===== config.mk =====
export PLATFORM = sky130hd
export DESIGN_NAME = watchdog_control_status
export DESIGN_NICKNAME = d
export VERILOG_FILES = /design/src/rtl/wdt_pkg.sv /design/src/rtl/wdt_tick_if.sv /design/src/rtl/watchdog_control_status.sv /design/src/rtl/wdt_timer.sv
export SDC_FILE = /design/constraint.sdc
export NUM_CORES = 1
export LEC_CHECK = 0
export BUFFER_PORTS_ARGS = -buffer_cell sky130_fd_sc_hd__buf_2
export CORE_UTILIZATION = 42
export CTS_BUF_LIST = sky130_fd_sc_hd__clkbuf_8
export DETAILED_ROUTE_END_ITERATION = 10
export GPL_TIMING_DRIVEN = 0
export MAX_ROUTING_LAYER = met4
export PLACE_DENSITY = 0.73
export SYNTH_ARGS = -nofsm -noshare
export SYNTH_HDL_FRONTEND = slang
export SYNTH_HIERARCHICAL = 1
export SYNTH_SLANG_ARGS = --single-unit

===== constraint.sdc =====
create_clock -name sys_clk -period 7.33 [get_ports sys_clk]
set_input_delay 1.466 -clock sys_clk [delete_from_list [all_inputs] [get_ports sys_clk]]
set_output_delay 1.466 -clock sys_clk [all_outputs]
set_load 0.03 [all_outputs]

===== src/rtl/wdt_pkg.sv =====
`default_nettype none

package wdt_pkg;

    localparam logic [7:0] WDOG_CTRL_ADDR = 8'hc0;

    // field positions of watchdog_control
    localparam int PERIOD_MSB   = 7;
    localparam int PERIOD_LSB   = 4;
    localparam int RSP_SEL_BIT  = 3;
    localparam int STATUS_BIT   = 2;
    localparam int ENABLE_BIT   = 1;
    localparam int UNLOCK_BIT   = 0;

    localparam logic [3:0] PERIOD_RST  = 4'h0;
    localparam logic       RSP_SEL_RST = 1'b0;
    localparam logic       STATUS_RST  = 1'b0;
    localparam logic       ENABLE_RST  = 1'b1;
    localparam logic       UNLOCK_RST  = 1'b0;

    // period codes
    localparam logic [3:0] PERIOD_MAX_TIMED = 4'h7;
    localparam logic [3:0] PERIOD_AUTO_RST  = 4'h8;
    localparam logic [3:0] PERIOD_DL_RST    = 4'h9;

    // shortest timeout, doubled per code step
    localparam int BASE_TIMEOUT_NS = 15625000;
    localparam int CLK_PERIOD_NS   = 5;
    localparam int BASE_CYCLES     = BASE_TIMEOUT_NS / CLK_PERIOD_NS;

    localparam int DIV_W  = 22;
    localparam int TICK_W = 8;

    // instructions ended since the unlock bit was set
    localparam logic [1:0] AGE_SET    = 2'h0;
    localparam logic [1:0] AGE_WINDOW = 2'h1;

endpackage : wdt_pkg

`default_nettype wire


===== src/rtl/wdt_tick_if.sv =====
`default_nettype none

interface wdt_tick_if;
    logic       run;
    logic       clear;
    logic [2:0] period;
    logic       expire;

    modport ctrl  (output run, output clear, output period, input expire);
    modport timer (input run, input clear, input period, output expire);
endinterface : wdt_tick_if

`default_nettype wire


===== src/rtl/watchdog_control_status.sv =====
// Summary of operation
// RULE1: response select set gives interrupt on timeout (here forced codes reset regardless)
// RULE2: response select clear gives system reset
// RULE3: period codes: timed, auto reset, download, invalid
// RULE4: timeout always sets status flag
// RULE5: status cleared by writing zero or pin reset
// RULE6: watchdog reset leaves status flag intact
// RULE7: writing enable one starts and zeroes counter
// RULE8: each further enable write services the counter
// RULE9: unserviced timeout gives reset or interrupt
// RULE10: disable on zero, reset, pin, supply, lock (here pin reset loads enable one)
// RULE11: reset values: enable one, others zero
// RULE12: control write needs unlock in previous instruction
// RULE13: firmware masks interrupts around unlock sequence
// RULE14: unlock lapses after the following instruction
`default_nettype none

module watchdog_control_status #(
    parameter int BASE_CYCLES = wdt_pkg::BASE_CYCLES
) (
    input  wire logic       sys_clk,
    input  wire logic       arst_n,
    input  wire logic       sfr_wr,
    input  wire logic [7:0] sfr_addr,
    input  wire logic [7:0] sfr_wdata,
    input  wire logic       instr_done,
    input  wire logic       supply_monitor_event,
    input  wire logic       lock_loss_event,
    output logic      [7:0] sfr_rdata,
    output logic            wdt_irq,
    output logic            wdt_reset,
    output logic            download_reset
);

    wdt_tick_if tick ();

    wdt_timer #(
        .BASE_CYCLES (BASE_CYCLES)
    ) u_timer (
        .sys_clk (sys_clk),
        .arst_n  (arst_n),
        .tick    (tick)
    );

    logic [3:0] period_q;
    logic [3:0] period_d;
    logic       rsp_sel_q;
    logic       rsp_sel_d;
    logic       status_q;
    logic       status_d;
    logic       enable_q;
    logic       enable_d;
    logic       unlock_q;
    logic       unlock_d;
    logic [1:0] age_q;
    logic [1:0] age_d;
    logic [7:0] rdata_q;
    logic [7:0] rdata_d;
    logic       irq_q;
    logic       irq_d;
    logic       rst_q;
    logic       rst_d;
    logic       dl_q;
    logic       dl_d;

    logic       ctrl_wr;
    logic       accept_wr;
    logic       timeout;
    logic       timed_code;
    logic       forced_code;

    always_comb begin
        ctrl_wr     = sfr_wr && (sfr_addr == wdt_pkg::WDOG_CTRL_ADDR);
        accept_wr   = ctrl_wr && unlock_q
                      && (age_q == wdt_pkg::AGE_WINDOW); // see RULE12
        timed_code  = period_q <= wdt_pkg::PERIOD_MAX_TIMED; // see RULE3
        forced_code = (period_q == wdt_pkg::PERIOD_AUTO_RST)
                      || (period_q == wdt_pkg::PERIOD_DL_RST); // see RULE3
        // invalid codes never time out
        timeout     = enable_q
                      && ((timed_code && tick.expire) || forced_code);

        tick.run    = enable_q && timed_code;
        tick.period = period_q[2:0];
        tick.clear  = accept_wr && sfr_wdata[wdt_pkg::ENABLE_BIT]; // see RULE7 RULE8

        period_d  = period_q;
        rsp_sel_d = rsp_sel_q;
        status_d  = status_q;
        enable_d  = enable_q;
        unlock_d  = unlock_q;
        age_d     = age_q;

        if (accept_wr) begin
            period_d  = sfr_wdata[wdt_pkg::PERIOD_MSB:wdt_pkg::PERIOD_LSB];
            rsp_sel_d = sfr_wdata[wdt_pkg::RSP_SEL_BIT];
            enable_d  = sfr_wdata[wdt_pkg::ENABLE_BIT]; // see RULE7 RULE10
            if (!sfr_wdata[wdt_pkg::STATUS_BIT]) begin
                status_d = 1'b0; // see RULE5
            end
            unlock_d  = 1'b0; // see RULE14
        end else if (ctrl_wr && sfr_wdata[wdt_pkg::UNLOCK_BIT]) begin
            // locked writes may only raise the unlock bit
            unlock_d = 1'b1; // see RULE12
            age_d    = wdt_pkg::AGE_SET;
        end else if (unlock_q && instr_done) begin
            if (age_q == wdt_pkg::AGE_WINDOW) begin
                unlock_d = 1'b0; // see RULE14
            end else begin
                age_d = wdt_pkg::AGE_WINDOW;
            end
        end

        if (timeout) begin
            status_d = 1'b1; // see RULE4 RULE6
            if (!rsp_sel_q || forced_code) begin
                enable_d = 1'b0; // see RULE10
            end
        end
        if (supply_monitor_event || lock_loss_event) begin
            enable_d = 1'b0; // see RULE10
        end
    end

    always_comb begin
        // interrupt only for timed codes, forced codes always reset
        irq_d = timeout && rsp_sel_q && !forced_code; // see RULE1 RULE9
        rst_d = timeout && (!rsp_sel_q || forced_code); // see RULE2 RULE9
        dl_d  = timeout && (period_q == wdt_pkg::PERIOD_DL_RST); // see RULE3
        rdata_d = {period_d, rsp_sel_d, status_d, enable_d, unlock_d};
    end

    always_ff @(posedge sys_clk or negedge arst_n) begin
        if (!arst_n) begin
            // pin reset is the only reset this block sees
            period_q  <= wdt_pkg::PERIOD_RST;
            rsp_sel_q <= wdt_pkg::RSP_SEL_RST; // see RULE11
            status_q  <= wdt_pkg::STATUS_RST;  // see RULE5 RULE11
            enable_q  <= wdt_pkg::ENABLE_RST;  // see RULE10 RULE11
            unlock_q  <= wdt_pkg::UNLOCK_RST;  // see RULE11
            age_q     <= wdt_pkg::AGE_SET;
            rdata_q   <= {wdt_pkg::PERIOD_RST, wdt_pkg::RSP_SEL_RST,
                          wdt_pkg::STATUS_RST, wdt_pkg::ENABLE_RST,
                          wdt_pkg::UNLOCK_RST};
            irq_q     <= 1'b0;
            rst_q     <= 1'b0;
            dl_q      <= 1'b0;
        end else begin
            period_q  <= period_d;
            rsp_sel_q <= rsp_sel_d;
            status_q  <= status_d;
            enable_q  <= enable_d;
            unlock_q  <= unlock_d;
            age_q     <= age_d;
            rdata_q   <= rdata_d;
            irq_q     <= irq_d;
            rst_q     <= rst_d;
            dl_q      <= dl_d;
        end
    end

    assign sfr_rdata      = rdata_q;
    assign wdt_irq        = irq_q;
    assign wdt_reset      = rst_q;
    assign download_reset = dl_q;

endmodule : watchdog_control_status

`default_nettype wire


===== src/rtl/wdt_timer.sv =====
`default_nettype none

module wdt_timer #(
    parameter int BASE_CYCLES = wdt_pkg::BASE_CYCLES
) (
    input  wire logic   sys_clk,
    input  wire logic   arst_n,
    wdt_tick_if.timer   tick
);

    localparam logic [wdt_pkg::DIV_W-1:0] DIV_LAST =
        wdt_pkg::DIV_W'(BASE_CYCLES - 1);

    logic [wdt_pkg::DIV_W-1:0]  div_q;
    logic [wdt_pkg::DIV_W-1:0]  div_d;
    logic [wdt_pkg::TICK_W-1:0] ticks_q;
    logic [wdt_pkg::TICK_W-1:0] ticks_d;
    logic                       expire_q;
    logic                       expire_d;
    logic [wdt_pkg::TICK_W-1:0] limit;

    always_comb begin
        limit    = wdt_pkg::TICK_W'(1) << tick.period;
        div_d    = div_q;
        ticks_d  = ticks_q;
        expire_d = 1'b0;
        if (tick.clear || !tick.run) begin
            div_d   = '0;
            ticks_d = '0;
        end else if (div_q == DIV_LAST) begin
            div_d = '0;
            if (ticks_q + 1'b1 == limit) begin
                // restart so an interrupt response repeats each period
                ticks_d  = '0;
                expire_d = 1'b1;
            end else begin
                ticks_d = ticks_q + 1'b1;
            end
        end else begin
            div_d = div_q + 1'b1;
        end
    end

    always_ff @(posedge sys_clk or negedge arst_n) begin
        if (!arst_n) begin
            div_q    <= '0;
            ticks_q  <= '0;
            expire_q <= 1'b0;
        end else begin
            div_q    <= div_d;
            ticks_q  <= ticks_d;
            expire_q <= expire_d;
        end
    end

    assign tick.expire = expire_q;

endmodule : wdt_timer

`default_nettype wire


==> impl_summary.log <==
INFO  metric run_status = finished clean
INFO  metric timing.final.max_slew_violations = 0
INFO  metric cts-root-to-sink-buffers = 2
INFO  metric floorplan.io_pins = 33
INFO  metric class_of_the_worst_hold_path = flip-flop to flip-flop
INFO  metric regToRegEndpoint = u_timer/ticks_q[6]
INFO  metric antenna_violations_before_repair = 0
INFO  metric seqCellArea = 1080 µm²
INFO  metric multi_input_area = 1230 µm²
INFO  metric core.rowCount = 26
INFO  metric cts.sinks = 43
INFO  metric die-area = between 5000 and 6000 µm²
INFO  metric detailroute.wirelength.met2 = 1.99 mm
INFO  metric routed_wirelength = ~4.5 mm
INFO  metric clock_skew = 5.40 ps
INFO  metric path_clk_slew = roughly 80 ps
INFO  metric grt_first_pass_wirelength = 8.05 mm
INFO  metric clock_latency = ~300 ps
INFO  metric fmax = 296 MHz
INFO  metric dp_hpwl = 3.24 mm
INFO  metric final.period_utilization = between 40 and 50%
INFO  metric cp-end-kind = flip-flop
INFO  metric hold_end = u_timer/div_q[0]
INFO  metric synth_async_sr_flop_share = between 90% and 100%
INFO  metric globalplace.congestion = 0.839
INFO  metric met3_wirelength = 148 µm
INFO  metric htree_levels = 2
INFO  metric postSynthCellCount = approximately 240
INFO  metric dp_cells = 341
INFO  metric cp.required = between 7000 and 8000 ps
INFO  metric cts-hold-fix-buffers = 0
INFO  metric synth.ff_latch_count = between 40 and 50
INFO  metric grtUsageTotal = approximately 18%
INFO  metric grt_max_degree = 44
INFO  metric p_per_area = about 150 nW/µm²
INFO  metric rsz0062_at_grt = false
INFO  metric synth_enable_flop_cells = 0
INFO  metric drt-initial-drc-count = 90
INFO  metric crit-reg2reg-launch = u_timer/ticks_q[0]
INFO  metric wl_per_cell = 12.8 µm
INFO  metric grt.overflow.total = 0
INFO  metric die_height = roughly 77 µm
INFO  metric timing.slew.headroom = 39.2%
INFO  metric avgSynthCellArea = roughly 10 µm²
INFO  metric cts-root-buf = sky130_fd_sc_hd__clkbuf_8
INFO  metric core_region_area = 5270 µm²
INFO  metric total_power = slightly above 0.4 mW
INFO  metric route.top_layer_used = met4
INFO  metric floorplan.initialDensity = 45.0%
INFO  metric crit_fanout = 9
INFO  metric r2r_setup_slack = 4760 ps
INFO  metric cp_data_arrival_time = between 3000 and 4000 ps
INFO  metric worst_ir_drop_vdd = about 0.00010 V
INFO  metric vias_per_cell = between 5 and 6
INFO  metric yosys_most_used_dff = sky130_fd_sc_hd__dfrtp_1
INFO  metric synth-seq-area-share = a little under half
INFO  metric numCtsBuffers = 5
INFO  metric tightest_slew = 912 ps
INFO  metric chipWidth = 77.1 µm
INFO  metric hp-start = u_timer/div_q[0]
INFO  metric first_pass_drt_iterations = 4
INFO  metric antenna_cells_inserted = 0
INFO  metric vias = 1836
INFO  metric report.final.setup_viol = 0
INFO  metric reg2regPathDepth = 8
INFO  metric power_leakage = 1.21 nW
INFO  metric cts_repair_resize_count = 0
INFO  metric antenna_violating_nets_post_route = 0
INFO  metric numPortBuffers = 32
INFO  metric finalHoldViolations = 0
INFO  metric clock_tree_from_tritoncts = done
INFO  metric area_growth_syn_to_layout = 14.7%
INFO  metric layout_commonest_cell = sky130_fd_sc_hd__dfrtp_1
INFO  metric count_of_fill_cells_added_during_filler_insertion = 501
INFO  metric ys_types = 55
INFO  metric crit_type = input port to flip-flop
INFO  metric hold_depth = 1
INFO  metric grt_pass1_vias = 1819
INFO  metric post_cts.repair.setup_buffers = 0
INFO  metric fin_setup_tns = 0 ps
INFO  metric postSynthNetCount = between 200 and 300
INFO  metric design.final.nets = 302
INFO  metric final-instance-count-excl-fill = 349
INFO  metric period_needed = between 3000 and 4000 ps
INFO  metric detail_route.wirelength.met1 = approximately 2.2 mm
INFO  metric cp-start-kind = input port
INFO  metric drc_viols = 0
INFO  metric max_cap_violations = 0
INFO  metric final_cell_mix = sky130_fd_sc_hd__dfrtp_1, sky130_fd_sc_hd__buf_2, sky130_fd_sc_hd__nor2_1
INFO  metric layout-drive-gt1-share = 22.6%
INFO  metric synth.cell_area = 2370 µm²
INFO  metric number_of_warnings_reported_in_the_yosys_synthesis_log = 6
## cells in the mapped netlist (all sizes together), types with 3 or more instances
library cell	n	area share, %
buf	4	1.3
nor3	4	0.84
o21ai	9	1.9
nand2b	5	1.3
nor4	3	1.7
nand4	5	1.3
nor4bb	4	1.7
or2	3	0.79
or4	3	1.1
and2	4	1.1
xnor2	10	3.7
nand3	16	3.6
or3	3	1.0
dfrtp	42	44
nor4b	3	1.1
inv	5	0.79
mux2	6	2.9
xor2	17	6.3
nor2	32	5.1
nand2	21	3.6
nor2b	4	1.1
and3	7	1.9
clkbuf	3	0.48
## per-stage QoR
stage	worst slack [ps]	hold slack, ps	utilization, %	area (µm²)
6_report	3950	519	51.6	2720
5_1_grt	3790	554	51.6	2720
4_1_cts	3930	524	51.6	2720
3_5_place_dp	3610	508	49.7	2620
3_3_place_gp	3650	507	49.7	2620
2_1_floorplan	4010	467	-	2370
## final cells by class
class                      count  share of cell area [%]
clock inverter                 1                   0.138
tap                           70                    3.22
clock buffer                   7                    3.55
buffer                         7                    1.52
inverter                       6                   0.829
multi-input combinational    183                    45.2
sequential                    43                    39.6
timing repair buffer          32                    5.89
## worst max-delay path, cell delays in order
cell and delay, ps:
sky130_fd_sc_hd__buf_2 100, sky130_fd_sc_hd__or4_4 580, sky130_fd_sc_hd__nor4_2 390, sky130_fd_sc_hd__and2_1 180, sky130_fd_sc_hd__nor2b_1 50, sky130_fd_sc_hd__o21ai_0 170
sky130_fd_sc_hd__clkinv_1 350, sky130_fd_sc_hd__a32o_1 290
## flip-flops by register name, summed over array words and instances, names as in the netlist
name / count
wdt_irq: 1
u_timer/tick.expire: 1
u_timer/div_q: 22
period_q: 3
wdt_reset: 1
download_reset: 1
sfr_rdata: 5
u_timer/ticks_q: 8
age_q: 1
## report_power, final
part / switching [mW] / total (mW) / internal [mW] / leakage, nW
logic: 0.00841 / 0.0142 / 0.00581 / 0.571
registers: 0.000338 / 0.238 / 0.237 / 0.587
clock network: 0.0754 / 0.160 / 0.0845 / 0.0557
total: 0.0841 / 0.412 / 0.328 / 1.21
## kinds of logic (layout without fill, tap and decap cells)
family | count (synthesis) | after routing | share of synthesized area, %
AOI/OAI and AO/OA | 25 | 25 | 8.29
and+or+nand+nor | 123 | 123 | 29.7
xor gates and xnor gates | 27 | 27 | 9.98
adders and majority gates | 2 | 2 | 1.06
DFF | 43 | 43 | 45.5
muxes | 6 | 6 | 2.85
buffers and inverters | 13 | 53 | 2.69
## how the worst max path moves through the flow
stage                     start                  to  cells after the start
global route        sfr_addr[1]  u_timer/ticks_q[2]                      8
floorplan           sfr_addr[1]  u_timer/ticks_q[2]                      7
finish              sfr_addr[1]  u_timer/ticks_q[6]                      8
global placement    sfr_addr[1]  u_timer/ticks_q[2]                      8
CTS                 sfr_addr[1]  u_timer/ticks_q[6]                      8
detailed placement  sfr_addr[1]  u_timer/ticks_q[6]                      8
## layer usage
layer  GRT usage [%]  vias to the layer above
met3            3.69                       10
met5               -                        -
met1            22.0                      867
li1                -                      926
met4            7.92                        0
met2            27.1                       33
Power figures use the tool's default switching activity.
